$ cat config.mk
export PLATFORM = sky130hd
export DESIGN_NAME = memory_arbiter_config_register
export DESIGN_NICKNAME = d
export VERILOG_FILES = /design/src/pkg/hub_cfg_pkg.sv /design/src/design/strap_capture.sv /design/src/design/defer_timer.sv /design/src/design/memory_arbiter_config_register.sv
export SDC_FILE = /design/constraint.sdc
export NUM_CORES = 1
export LEC_CHECK = 0
export ABC_AREA = 0
export ABC_CLOCK_PERIOD_IN_PS = 1400
export BUFFER_PORTS_ARGS = -buffer_cell sky130_fd_sc_hd__buf_2
export CORE_ASPECT_RATIO = 1.2
export CORE_MARGIN = 1.5
export CORE_UTILIZATION = 46
export CTS_CLUSTER_DIAMETER = 150
export DETAILED_ROUTE_END_ITERATION = 12
export PLACE_DENSITY = 0.84
export SLEW_MARGIN = 30
export SYNTH_ARGS = -nofsm -noshare
export SYNTH_HDL_FRONTEND = slang
export SYNTH_SLANG_ARGS = --single-unit
$ cat constraint.sdc
create_clock -name clk -period 1.4 [get_ports clk]
set_input_delay 0.14 -clock clk [delete_from_list [all_inputs] [get_ports clk]]
set_output_delay 0.14 -clock clk [all_outputs]
set_load 0.1 [all_outputs]
$ cat src/pkg/hub_cfg_pkg.sv
// shared constants and types for the memory hub configuration block
// assumes one core clock and a synchronous active-low reset everywhere
`default_nettype none

package hub_cfg_pkg;

   ////////////////////////////////////////////////////////////////////////
   // register placement and reset pattern
   localparam int CFG_W = 8;
   localparam logic [7:0] CFG_OFFSET = 8'h50;
   // 010s0s00 with the strap bits at their undriven levels (pull-up, 100)
   localparam logic [7:0] CFG_RESET = 8'h50;
   localparam logic [7:0] RDATA_IDLE = 8'h00;
   localparam logic RSV_ZERO = 1'b0;
   localparam logic [1:0] RSV2_ZERO = 2'h0;

   // frequency select encodings
   localparam logic FREQ_100 = 1'b0;
   localparam logic FREQ_133 = 1'b1;

   ////////////////////////////////////////////////////////////////////////
   // timing counts, in core clocks or packets
   localparam int CAP_W = 3;
   localparam int WIN_W = 5;
   localparam int STALL_W = 5;
   localparam int SETTLE_W = 2;
   localparam logic [CAP_W-1:0] H2G_CAP = 3'h6;
   localparam logic [CAP_W-1:0] CAP_ONE = 3'h1;
   localparam logic [WIN_W-1:0] WIN_CLOCKS = 5'h18;
   localparam logic [WIN_W-1:0] WIN_ONE = 5'h01;
   localparam logic [STALL_W-1:0] STALL_CLOCKS = 5'h1f;
   localparam logic [STALL_W-1:0] STALL_ONE = 5'h01;
   // three synchroniser stages must fill before a strap is trusted
   localparam logic [SETTLE_W-1:0] STRAP_SETTLE = 2'h3;
   localparam logic [SETTLE_W-1:0] SETTLE_ONE = 2'h1;

   ////////////////////////////////////////////////////////////////////////
   // types
   typedef struct packed {
      logic grant_window_enable;
      logic processor_latency_timer;
      logic rsvd_5;
      logic local_memory_freq_select;
      logic page_closing_policy;
      logic system_memory_freq_select;
      logic [1:0] rsvd_1_0;
   } cfg_t;

   typedef struct packed {
      logic h2g;
      logic other;
      logic host;
      logic lpg;
   } arb_req_t;

   typedef struct packed {
      logic page_miss;
      logic row_change;
      logic any_page_open;
      logic refresh_start;
   } dram_evt_t;

   typedef enum logic {OWN_HOST = 1'b0, OWN_GFX = 1'b1} owner_t;

   typedef enum logic [1:0] {
      ST_SETTLE = 2'b00,
      ST_WAIT = 2'b01,
      ST_DONE = 2'b11
   } strap_st_t;

endpackage

`default_nettype wire

$ cat src/design/strap_capture.sv
// strap capture: synchronises strap pins and loads them once after reset
// assumes the pins hold steady for some cycles after reset release
`default_nettype none

module strap_capture #(
   parameter int WIDTH = 2
) (
   // clock and reset
   input wire logic clk,
   input wire logic nrst,
   // strap pins
   input wire logic [WIDTH-1:0] pin,
   // captured value and load pulse
   output logic [WIDTH-1:0] value_r,
   output logic load_r
);

   logic [WIDTH-1:0] s1_r, s2_r, s3_r;
   logic [WIDTH-1:0] value_nxt;
   logic load_nxt;
   logic [hub_cfg_pkg::SETTLE_W-1:0] cnt_r, cnt_nxt;
   hub_cfg_pkg::strap_st_t st_r, st_nxt;

   ////////////////////////////////////////////////////////////////////////
   // settle, then take the value once the last two stages agree
   always_comb begin
      st_nxt = st_r;
      cnt_nxt = cnt_r;
      value_nxt = value_r;
      load_nxt = 1'b0;
      case (st_r)
         hub_cfg_pkg::ST_SETTLE: begin
            if (cnt_r == hub_cfg_pkg::STRAP_SETTLE) begin
               st_nxt = hub_cfg_pkg::ST_WAIT;
            end else begin
               cnt_nxt = cnt_r + hub_cfg_pkg::SETTLE_ONE;
            end
         end
         hub_cfg_pkg::ST_WAIT: begin
            if (s2_r == s3_r) begin
               value_nxt = s3_r;
               load_nxt = 1'b1;
               st_nxt = hub_cfg_pkg::ST_DONE;
            end
         end
         hub_cfg_pkg::ST_DONE: begin
            st_nxt = hub_cfg_pkg::ST_DONE;
         end
         default: begin
            st_nxt = hub_cfg_pkg::ST_SETTLE;
         end
      endcase
   end

   // s1 feeds only s2; a metastable first stage must not reach logic
   always_ff @(posedge clk) begin
      if (!nrst) begin
         s1_r <= '0;
         s2_r <= '0;
         s3_r <= '0;
         st_r <= hub_cfg_pkg::ST_SETTLE;
         cnt_r <= '0;
         value_r <= '0;
         load_r <= 1'b0;
      end else begin
         s1_r <= pin;
         s2_r <= s1_r;
         s3_r <= s2_r;
         st_r <= st_nxt;
         cnt_r <= cnt_nxt;
         value_r <= value_nxt;
         load_r <= load_nxt;
      end
   end
endmodule

`default_nettype wire

$ cat src/design/defer_timer.sv
// defer timer: decides when a stalled deferrable processor cycle is deferred
// assumes stall_pending and address_strobe come from core-clock logic
`default_nettype none

module defer_timer #(
   parameter logic [hub_cfg_pkg::STALL_W-1:0] STALL = hub_cfg_pkg::STALL_CLOCKS
) (
   // clock and reset
   input wire logic clk,
   input wire logic nrst,
   // control and events
   input wire logic latency_timer,
   input wire logic stall_pending,
   input wire logic address_strobe,
   // defer pulse
   output logic defer_r
);

   logic [hub_cfg_pkg::STALL_W-1:0] cnt_r, cnt_nxt;
   logic defer_nxt;

   ////////////////////////////////////////////////////////////////////////
   // stall counter saturates, so a long stall never wraps back to zero
   always_comb begin
      cnt_nxt = cnt_r;
      defer_nxt = 1'b0;
      if (!stall_pending) begin
         cnt_nxt = '0;
      end else begin
         if (cnt_r != STALL) begin
            cnt_nxt = cnt_r + hub_cfg_pkg::STALL_ONE;
         end
         // defer on next strobe; with the timer on, only after the full stall
         if (address_strobe && (!latency_timer || cnt_r == STALL)) begin
            defer_nxt = 1'b1;
            cnt_nxt = '0;
         end
      end
   end

   always_ff @(posedge clk) begin
      if (!nrst) begin
         cnt_r <= '0;
         defer_r <= 1'b0;
      end else begin
         cnt_r <= cnt_nxt;
         defer_r <= defer_nxt;
      end
   end
endmodule

`default_nettype wire

$ cat src/design/memory_arbiter_config_register.sv
// memory hub configuration register with the arbiter, defer and page logic
// that it steers; assumes a plain one-cycle register port on the core clock
// and that gfx_mode mirrors the graphics-select bit of aperture control
`default_nettype none

module memory_arbiter_config_register #(
   parameter logic [hub_cfg_pkg::CAP_W-1:0] CAP = hub_cfg_pkg::H2G_CAP,
   parameter logic [hub_cfg_pkg::WIN_W-1:0] WIN = hub_cfg_pkg::WIN_CLOCKS,
   parameter logic [hub_cfg_pkg::STALL_W-1:0] STALL = hub_cfg_pkg::STALL_CLOCKS
) (
   // clock and reset
   input wire logic clk,
   input wire logic nrst,
   // register port
   input wire logic [7:0] cfg_addr,
   input wire logic [7:0] cfg_wdata,
   input wire logic cfg_wr,
   input wire logic cfg_rd,
   output logic [7:0] cfg_rdata,
   // mode and straps
   input wire logic gfx_mode,
   input wire logic local_freq_strap,
   input wire logic system_freq_strap_pin,
   // arbiter requests and grants
   input wire hub_cfg_pkg::arb_req_t req,
   output logic s1_h2g_gnt,
   output logic s1_other_gnt,
   output logic host_gnt,
   output logic lpg_gnt,
   // processor deferral
   input wire logic stall_pending,
   input wire logic address_strobe,
   output logic defer_cycle,
   // dram page control
   input wire hub_cfg_pkg::dram_evt_t dram_evt,
   output logic precharge_bank,
   output logic precharge_all,
   // frequency selects
   output logic lm_freq_select,
   output logic sm_freq_select
);

   hub_cfg_pkg::cfg_t cfg_r, cfg_nxt;
   logic [7:0] rdata_r, rdata_nxt;
   logic [1:0] strap_val;
   logic strap_load;
   logic s1_h2g_r, s1_h2g_nxt, s1_other_r, s1_other_nxt;
   logic [hub_cfg_pkg::CAP_W-1:0] s1_cnt_r, s1_cnt_nxt;
   hub_cfg_pkg::owner_t owner_r, owner_nxt;
   logic [hub_cfg_pkg::WIN_W-1:0] win_r, win_nxt;
   logic host_r, host_nxt, lpg_r, lpg_nxt;
   logic bank_r, bank_nxt, all_r, all_nxt;
   logic gwe;

   // register address decode, shared by reads and writes
   function automatic logic cfg_hit(input logic [7:0] addr);
      cfg_hit = (addr == hub_cfg_pkg::CFG_OFFSET);
   endfunction

   assign gwe = cfg_r.grant_window_enable;

   ////////////////////////////////////////////////////////////////////////
   // strap capture, system pin in bit 1 and local strap in bit 0
   strap_capture #(
      .WIDTH(2)
   ) u_strap (
      .clk(clk),
      .nrst(nrst),
      .pin({system_freq_strap_pin, local_freq_strap}),
      .value_r(strap_val),
      .load_r(strap_load)
   );

   ////////////////////////////////////////////////////////////////////////
   // configuration register and read port
   always_comb begin
      cfg_nxt = cfg_r;
      rdata_nxt = hub_cfg_pkg::RDATA_IDLE;
      // write at the one decoded offset
      if (cfg_wr && cfg_hit(cfg_addr)) begin
         cfg_nxt = hub_cfg_pkg::cfg_t'(cfg_wdata);
      end
      // strap wins over a write in the single load cycle
      if (strap_load) begin
         cfg_nxt.local_memory_freq_select = strap_val[0];
         // system pin level becomes the default
         cfg_nxt.system_memory_freq_select = strap_val[1];
      end
      // hardwired to 100 while internal graphics is selected
      if (gfx_mode) begin
         cfg_nxt.system_memory_freq_select = hub_cfg_pkg::FREQ_100;
      end
      cfg_nxt.rsvd_5 = hub_cfg_pkg::RSV_ZERO;
      cfg_nxt.rsvd_1_0 = hub_cfg_pkg::RSV2_ZERO;
      // data only in the cycle after the strobe, zero elsewhere
      if (cfg_rd && cfg_hit(cfg_addr)) begin
         rdata_nxt = cfg_r;
      end
   end

   always_ff @(posedge clk) begin
      if (!nrst) begin
         cfg_r <= hub_cfg_pkg::cfg_t'(hub_cfg_pkg::CFG_RESET);
         rdata_r <= hub_cfg_pkg::RDATA_IDLE;
      end else begin
         cfg_r <= cfg_nxt;
         rdata_r <= rdata_nxt;
      end
   end

   ////////////////////////////////////////////////////////////////////////
   // stage one pre-arbiter, counts back-to-back host-to-graphics grants
   always_comb begin
      s1_h2g_nxt = 1'b0;
      s1_other_nxt = 1'b0;
      s1_cnt_nxt = '0;
      // after the cap, other requesters get one turn
      if (gwe && s1_cnt_r == CAP && req.other) begin
         s1_other_nxt = 1'b1;
      end else if (req.h2g) begin
         // fixed priority keeps the host side ahead
         s1_h2g_nxt = 1'b1;
         if (gwe && s1_cnt_r != CAP) begin
            s1_cnt_nxt = s1_cnt_r + hub_cfg_pkg::CAP_ONE;
         end else if (gwe) begin
            s1_cnt_nxt = s1_cnt_r;
         end
      end else if (req.other) begin
         s1_other_nxt = 1'b1;
      end
   end

   always_ff @(posedge clk) begin
      if (!nrst) begin
         s1_h2g_r <= 1'b0;
         s1_other_r <= 1'b0;
         s1_cnt_r <= '0;
      end else begin
         s1_h2g_r <= s1_h2g_nxt;
         s1_other_r <= s1_other_nxt;
         s1_cnt_r <= s1_cnt_nxt;
      end
   end

   ////////////////////////////////////////////////////////////////////////
   // stage two arbiter; window counts clocks granted to the owner, and an
   // idle owner is not waited for, trading strict slots for utilisation
   always_comb begin
      owner_nxt = owner_r;
      win_nxt = win_r;
      host_nxt = 1'b0;
      lpg_nxt = 1'b0;
      if (!gwe) begin
         owner_nxt = hub_cfg_pkg::OWN_HOST;
         win_nxt = '0;
         if (req.host) begin
            host_nxt = 1'b1;
         end else if (req.lpg) begin
            lpg_nxt = 1'b1;
         end
      end else begin
         case (owner_r)
            hub_cfg_pkg::OWN_HOST: begin
               if (req.host && win_r < WIN) begin
                  host_nxt = 1'b1;
                  win_nxt = win_r + hub_cfg_pkg::WIN_ONE;
               end else if (req.lpg) begin
                  // hand over at expiry or when host is idle
                  lpg_nxt = 1'b1;
                  owner_nxt = hub_cfg_pkg::OWN_GFX;
                  win_nxt = hub_cfg_pkg::WIN_ONE;
               end else if (req.host) begin
                  host_nxt = 1'b1;
                  win_nxt = hub_cfg_pkg::WIN_ONE;
               end
            end
            hub_cfg_pkg::OWN_GFX: begin
               if (req.lpg && win_r < WIN) begin
                  lpg_nxt = 1'b1;
                  win_nxt = win_r + hub_cfg_pkg::WIN_ONE;
               end else if (req.host) begin
                  // idle graphics window goes back to host
                  host_nxt = 1'b1;
                  owner_nxt = hub_cfg_pkg::OWN_HOST;
                  win_nxt = hub_cfg_pkg::WIN_ONE;
               end else if (req.lpg) begin
                  lpg_nxt = 1'b1;
                  win_nxt = hub_cfg_pkg::WIN_ONE;
               end
            end
            default: begin
               owner_nxt = hub_cfg_pkg::OWN_HOST;
               win_nxt = '0;
            end
         endcase
      end
   end

   always_ff @(posedge clk) begin
      if (!nrst) begin
         owner_r <= hub_cfg_pkg::OWN_HOST;
         win_r <= '0;
         host_r <= 1'b0;
         lpg_r <= 1'b0;
      end else begin
         owner_r <= owner_nxt;
         win_r <= win_nxt;
         host_r <= host_nxt;
         lpg_r <= lpg_nxt;
      end
   end

   ////////////////////////////////////////////////////////////////////////
   // deferral of stalled processor cycles
   defer_timer #(
      .STALL(STALL)
   ) u_defer (
      .clk(clk),
      .nrst(nrst),
      .latency_timer(cfg_r.processor_latency_timer),
      .stall_pending(stall_pending),
      .address_strobe(address_strobe),
      .defer_r(defer_cycle)
   );

   ////////////////////////////////////////////////////////////////////////
   // page closing commands; precharge-all covers the bank, so it wins
   always_comb begin
      // row change with open pages and refresh lead-in
      all_nxt = dram_evt.refresh_start || (dram_evt.row_change && dram_evt.any_page_open);
      all_nxt = all_nxt || (dram_evt.page_miss && cfg_r.page_closing_policy);
      bank_nxt = dram_evt.page_miss && !cfg_r.page_closing_policy && !all_nxt;
   end

   always_ff @(posedge clk) begin
      if (!nrst) begin
         bank_r <= 1'b0;
         all_r <= 1'b0;
      end else begin
         bank_r <= bank_nxt;
         all_r <= all_nxt;
      end
   end

   ////////////////////////////////////////////////////////////////////////
   // outputs, each straight from a flop
   assign cfg_rdata = rdata_r;
   assign s1_h2g_gnt = s1_h2g_r;
   assign s1_other_gnt = s1_other_r;
   assign host_gnt = host_r;
   assign lpg_gnt = lpg_r;
   assign precharge_bank = bank_r;
   assign precharge_all = all_r;
   assign lm_freq_select = cfg_r.local_memory_freq_select;
   assign sm_freq_select = cfg_r.system_memory_freq_select;
endmodule

`default_nettype wire

==> results of run 1 <==
[state kept, by name, indices dropped and copies added, names as in the netlist, 2 cells and up]
name / cells
cfg_rdata: 5
win_r: 5
u_strap.s2_r: 2
s1_cnt_r: 3
u_strap.s1_r: 2
u_strap.cnt_r: 2
cfg_r: 2
u_strap.s3_r: 2
u_strap.value_r: 2
u_defer.cnt_r: 5
u_strap.st_r: 2
[metrics by stage]
stage	utilization [%]	area (um^2)	TNS [ps]
3_3_place_gp	56.3	2080	0
4_1_cts	58.7	2170	0
2_1_floorplan	-	1840	-20.9
5_1_grt	60.0	2220	-136
3_5_place_dp	56.3	2080	0
6_report	60.0	2220	0
[final cells by class]
cell class                      count  area [um^2]
Fill cell                         319         1480
Tap cell                           52         65.1
Sequential cell                    44          886
Clock buffer                        8         90.1
Multi-Input combinational cell    124          890
Inverter                            7         26.3
Timing Repair Buffer               49          260
[final timing paths]
path | from | to | slack (ps)
worst max-delay path | u_defer.cnt_r[0]$_SDFFE_PP0P_ | u_defer.cnt_r[2]$_SDFFE_PP0P_ | 20
worst min-delay path | dram_evt[0] | precharge_bank$_SDFF_PN0_ | 30
worst max register to register | u_defer.cnt_r[0]$_SDFFE_PP0P_ | u_defer.cnt_r[2]$_SDFFE_PP0P_ | 20
worst min register to register | sm_freq_select$_SDFFE_PP0P_ | cfg_rdata[2]$_SDFF_PN0_ | 440
[metal layers]
layer	up-vias	part of all wire [%]	routed length, um
met1	671	41	1350
met5	-	0	0
li1	722	-	-
met2	33	53	1710
met3	7	4.3	139
met4	0	1.7	55
[critical path: stages (launching register included)]
cell      delay (ps)
dfxtp_4          350
ha_4             150
and3_4           180
ha_4             180
nand2b_4         150
a21o_4           230
nor2_1            80
[cell families (layout without fill, tap and decap cells)]
kind of cell | count (synthesis) | in the layout | share of synthesized area, %
and+or+nand+nor | 70 | 70 | 21.2
DFF | 44 | 44 | 49.2
AOI/OAI and AO/OA | 26 | 26 | 10.8
buffers and inverters | 16 | 64 | 4.27
muxes | 11 | 11 | 6.22
xor gates and xnor gates | 8 | 8 | 3.92
adders and majority gates | 6 | 6 | 4.20
other | 1 | 3 | 0.210
[report_power, final]
part	internal (mW)	switching [mW]	leakage, nW
combinational	0.140	0.235	0.573
clock	0.402	0.391	0.0455
sequential	1.31	0.0377	0.359
total	1.85	0.664	0.977
[cells in the final DEF (no fill, tap or decap), drive strengths merged, types with 2 or more instances in the layout]
| master | Yosys | routed |
|---|---|---|
| xor2 | 6 | 6 |
| mux2i | 10 | 10 |
| o21ai | 2 | 2 |
| ha | 6 | 6 |
| clkbuf | 4 | 8 |
| dfxtp | 44 | 44 |
| nor2b | 4 | 4 |
| nor2 | 18 | 18 |
| o211a | 3 | 3 |
| buf | 5 | 49 |
| xnor2 | 2 | 2 |
| nand4 | 2 | 2 |
| and3 | 2 | 2 |
| nand2 | 16 | 16 |
| conb | 1 | 3 |
| and2 | 8 | 8 |
| nor3 | 6 | 6 |
| nand3 | 3 | 3 |
| inv | 7 | 7 |
| a211oi | 2 | 2 |
| nand3b | 2 | 2 |
| a311oi | 3 | 3 |
| o21a | 2 | 2 |
| a21oi | 5 | 5 |
| nand2b | 3 | 3 |
[repair_timing]
item                       4_1_cts  5_1_grt
gates resized for setup          0        5
buffers inserted                 0        3
pin swaps                        1        2
setup endpoints to repair        1        6
cloned                           0        0
==> metrics, run 1 <==
Pwr Density 1140 mW/mm^2; fin crit period 1380 ps; Async SR Flop Fraction 0%; Synth area leader dfxtp_1; Pleak 0.977 nW; wire per inst 11.4 um; GRT Util Overall 16.4%; number of synthesized flops with an enable pin 0; met2 Use GR 28.1%; Reg2Reg Depth 6; Final Non-Filler Cells 284; Worst setup EP type register; most frequent cell after synthesis dfxtp_1; worst hold stages 2; Hold Crit Class input port to register; CTS tree built; met1 usage 17.9%; # diodes 0; initial core utilization about 48%; top cells by count, synth 44 x dfxtp_1, 18 x nor2_1, 16 x nand2_1; Synth cell types 42; synthesized flop and latch total between 40 and 50; Area Growth Syn to Fin 23.9%; clk sinks 44; Max Clk Rate 0.725 GHz; Primary FF master, synth dfxtp_1; Power Total 2.52 mW; busiest grt layer met2; number of max-cap violations 0; met3 GRT Util 5.60%; Initial DRC Count between 40 and 50; Vias per Instance 5.05; vias in the first global route 1314; largest net degree at the start of global routing 24; clk_lat worst skew 290 ps; sequential area share after synthesis approximately half; drt drc 0; number of max-slew violations in the final report 0; Die Y 71.3 um; CTS buffer count 5; Worst Path Max Fanout 6; CORE AREA around 0.0037 mm^2; layout cells sized above 1 28.9%; first-pass GRT wire length 5400 um; clock transition at the registers of the reported paths 80 ps; syn_area_per_cell between 9 and 10 um^2; Min Hold Slack 33.0 ps; Place WS 10.5 ps; CTS root buf clkbuf_8; antenna violations before repair 0; Fin Clk Skew 2.94 ps; IO Pins 50; total routed wirelength 3250 um; GRT overflow 0; Area contributors post-synth dfxtp_1 49%, mux2i_1 5.6%, ha_1 4.2%; Yosys top cell area share around 49%; Crit path arrival time 1610 ps; CTS Buffer Depth 2; RSZ-0062 raised after global routing true; number of nets still failing antenna checks after routing 0; status complete, no violations; Post-DP HPWL 2390 um; DP Cell Count 273; Placer Congestion 0.819; chip width 59.9 um; crit path launch type register; Vias 1433; Post-Syn Area 0.00179 mm^2; endpoints failing setup 0; Die ar. 0.00427 mm^2; synth warn 0; Max IR drop VDD around 0.66 mV; cells after synthesis 182; final hold vios 0; CP Class register to register; H-tree depth 2; Site Rows 24; worst path required time about 1600 ps; First-pass DRT Iterations 4; I/O Buffers 43; Final Cycle Share 98.5%; Nets 270; fin worst setup slack about 20 ps; # hold bufs at CTS 0
No activity file was read; power rests on OpenSTA's default activity.
==> inputs of run 2 (changes only) <==
--- a/config.mk
+++ b/config.mk
@@ -12,8 +12,9 @@
 export CORE_MARGIN = 1.5
 export CORE_UTILIZATION = 46
 export CTS_CLUSTER_DIAMETER = 150
+export CTS_CLUSTER_SIZE = 40
 export DETAILED_ROUTE_END_ITERATION = 12
-export PLACE_DENSITY = 0.84
+export PLACE_DENSITY = 0.83
 export SLEW_MARGIN = 30
 export SYNTH_ARGS = -nofsm -noshare
 export SYNTH_HDL_FRONTEND = slang
==> metrics, run 2 (synthesized netlist as in run 1, its figures left out) <==
Placer Congestion 0.826 (+0.83%); number of nets still failing antenna checks after routing 0 (unchanged); CTS buffer count 5 (unchanged); layout filler cell count 330 (+3.4%); GRT overflow 0 (unchanged); First-pass DRT Iterations 4 (unchanged); Gate power share 14.3% (-0.6 points); critical path's slowest cell dfxtp_2; Pleak 0.992 nW (+1.5%); P_int 1.98 mW (+7.0%); Clock power frac 35.4% (+3.9 points); Worst setup EP type register; Post-DP HPWL 2520 um (+5.7%); DP Area 0.00209 mm^2 (+0.36%); number of max-cap violations 0 (unchanged); IO Pins 50 (unchanged); Fin Clk Skew 8.77 ps (+5.83 ps); Flop pwr share 50.3% (-3.3 points); Die ar. 0.00427 mm^2 (unchanged); vias in the first global route 1293 (-1.6%); Die Y 71.3 um (unchanged); worst path required time 1640 ps (about the same); Net Sw Power 698 uW (+5.1%); clk_lat worst skew 300 ps (about the same); Area Growth Syn to Fin 25.2%; CTS Buffer Depth 2 (unchanged); Max Clk Rate 0.723 GHz (-0.22%); switch share 26.0% (-0.36 points); met3 GRT Util 6.86% (+1.3 points); RSZ-0062 raised after global routing true; Vias per Instance 5.06 (+0.27%); Site Rows 24 (unchanged); number of max-slew violations in the final report 0 (unchanged); Max IR drop VDD 0.627 mV (-4.7%); clock transition at the registers of the reported paths 90 ps (about the same); busiest grt layer met2; H-tree depth 2 (unchanged); Final Cycle Share 98.7% (+0.21 points); status complete, no violations; Nets 271 (+0.37%); Vias 1442 (+0.63%); wire per inst 12.4 um (+8.1%); clk sinks 44 (unchanged); CP Class register to register; initial core utilization 48.4% (unchanged); CTS root buf clkbuf_8; fin crit period 1380 ps (+2.98 ps); endpoints failing setup 0 (unchanged); chip width 59.9 um (unchanged); Pwr Density 1200 mW/mm^2 (+5.4%); total routed wirelength 3520 um (+8.5%); most frequent cell on the critical path ha_4; critical path cell sequence ha_4 -> and3_4 -> ha_4 -> nand4b_1 -> xor2_1 -> nor2_1; final hold vios 0 (unchanged); Worst Path Max Fanout 5 (-1); most common cell after layout, fill and taps aside buf_2; CTS tree built; GRT Util Overall 17.2% (+0.86 points); Final Instance Area 0.00224 mm^2 (+1.1%); Setup TNS Final 0 ps (unchanged); drt drc 0 (unchanged); # diodes 0 (unchanged); # hold bufs at CTS 0 (unchanged); layout cells sized above 1 29.6% (+0.73 points); Largest stage delay, worst path 350 ps (about the same); Core Util, Final 60.7% (+0.64 points); largest net degree at the start of global routing 16 (-33%); met2 Use GR 28.3% (+0.12 points); Crit path arrival time 1620 ps (about the same); most frequent cells in the layout 43 x buf_2, 42 x dfxtp_1, 17 x nor2_1; Initial DRC Count 15 (-66%); Hold Crit Class input port to register; crit path launch type register; antenna violations before repair 0 (unchanged); I/O Buffers 43 (unchanged); met1 usage 20.2% (+2.2 points); CORE AREA 0.00369 mm^2 (unchanged); first-pass GRT wire length 5570 um (+3.2%)
run 2: metrics by stage:
step / std cells / total power [mW] / setup slack [ps] / hold WS, ps
after floorplan: 184 / 1.66 / -20.9 / 227
after global placement: 274 / 1.74 / 56.8 / 334
after detailed placement: 274 / 1.76 / 8.64 / 333
after CTS: 285 / 2.70 / 8.07 / 14.4
after global routing: 285 / 2.80 / -16.4 / 31.5
final: 285 / 2.68 / 17.5 / 22.2
run 2: final cells by class:
type / instances / area [um^2] / area share (%)
tap: 52 / 65.1 / 2.90
clock inverter: 2 / 35.0 / 1.56
inverter: 7 / 26.3 / 1.17
sequential: 44 / 883 / 39.4
timing repair buffer: 50 / 268 / 11.9
clock buffer: 6 / 72.6 / 3.24
multi-input combinational: 124 / 891 / 39.8
run 2: final timing paths:
kind                                      start                       endpoint  cells past startpoint  slack (ps)
setup reg to reg  u_defer.cnt_r[0]$_SDFFE_PP0P_  u_defer.cnt_r[3]$_SDFFE_PP0P_                      6          20
hold reg to reg      u_strap.s1_r[0]$_SDFF_PN0_     u_strap.s2_r[0]$_SDFF_PN0_                      1         440
setup / recovery  u_defer.cnt_r[0]$_SDFFE_PP0P_  u_defer.cnt_r[3]$_SDFFE_PP0P_                      6          20
hold / removal                      dram_evt[0]      precharge_bank$_SDFF_PN0_                      2          20
run 2: what timing repair did:
action,4_1_cts,5_1_grt
gates resized for setup,0,4
setup endpoints to repair,1,5
setup buffers,3,0
pin swaps,2,0
run 2: per-layer routing:
| metal | up-vias | part of all wire (%) |
|---|---|---|
| met2 | 42 | 51 |
| met4 | 0 | 1.4 |
| li1 | 726 | - |
| met1 | 668 | 41 |
| met5 | - | 0 |
| met3 | 6 | 7.0 |
run 2: power by group through the flow:
stage | logic (mW) | registers (mW) | clock network [mW]
6_report | 0.383 | 1.35 | 0.949
5_1_grt | 0.415 | 1.36 | 1.03
4_1_cts | 0.385 | 1.35 | 0.968
3_5_place_dp | 0.381 | 1.38 | 0
3_3_place_gp | 0.366 | 1.37 | 0
2_1_floorplan | 0.206 | 1.45 | 0
run 2: critical path: cells and delay by family, from the launching register on:
kind	cells	cell delay (ps)
xor gates and xnor gates	1	180
adders and majority gates	2	320
DFF	1	350
and+or+nand+nor	3	470
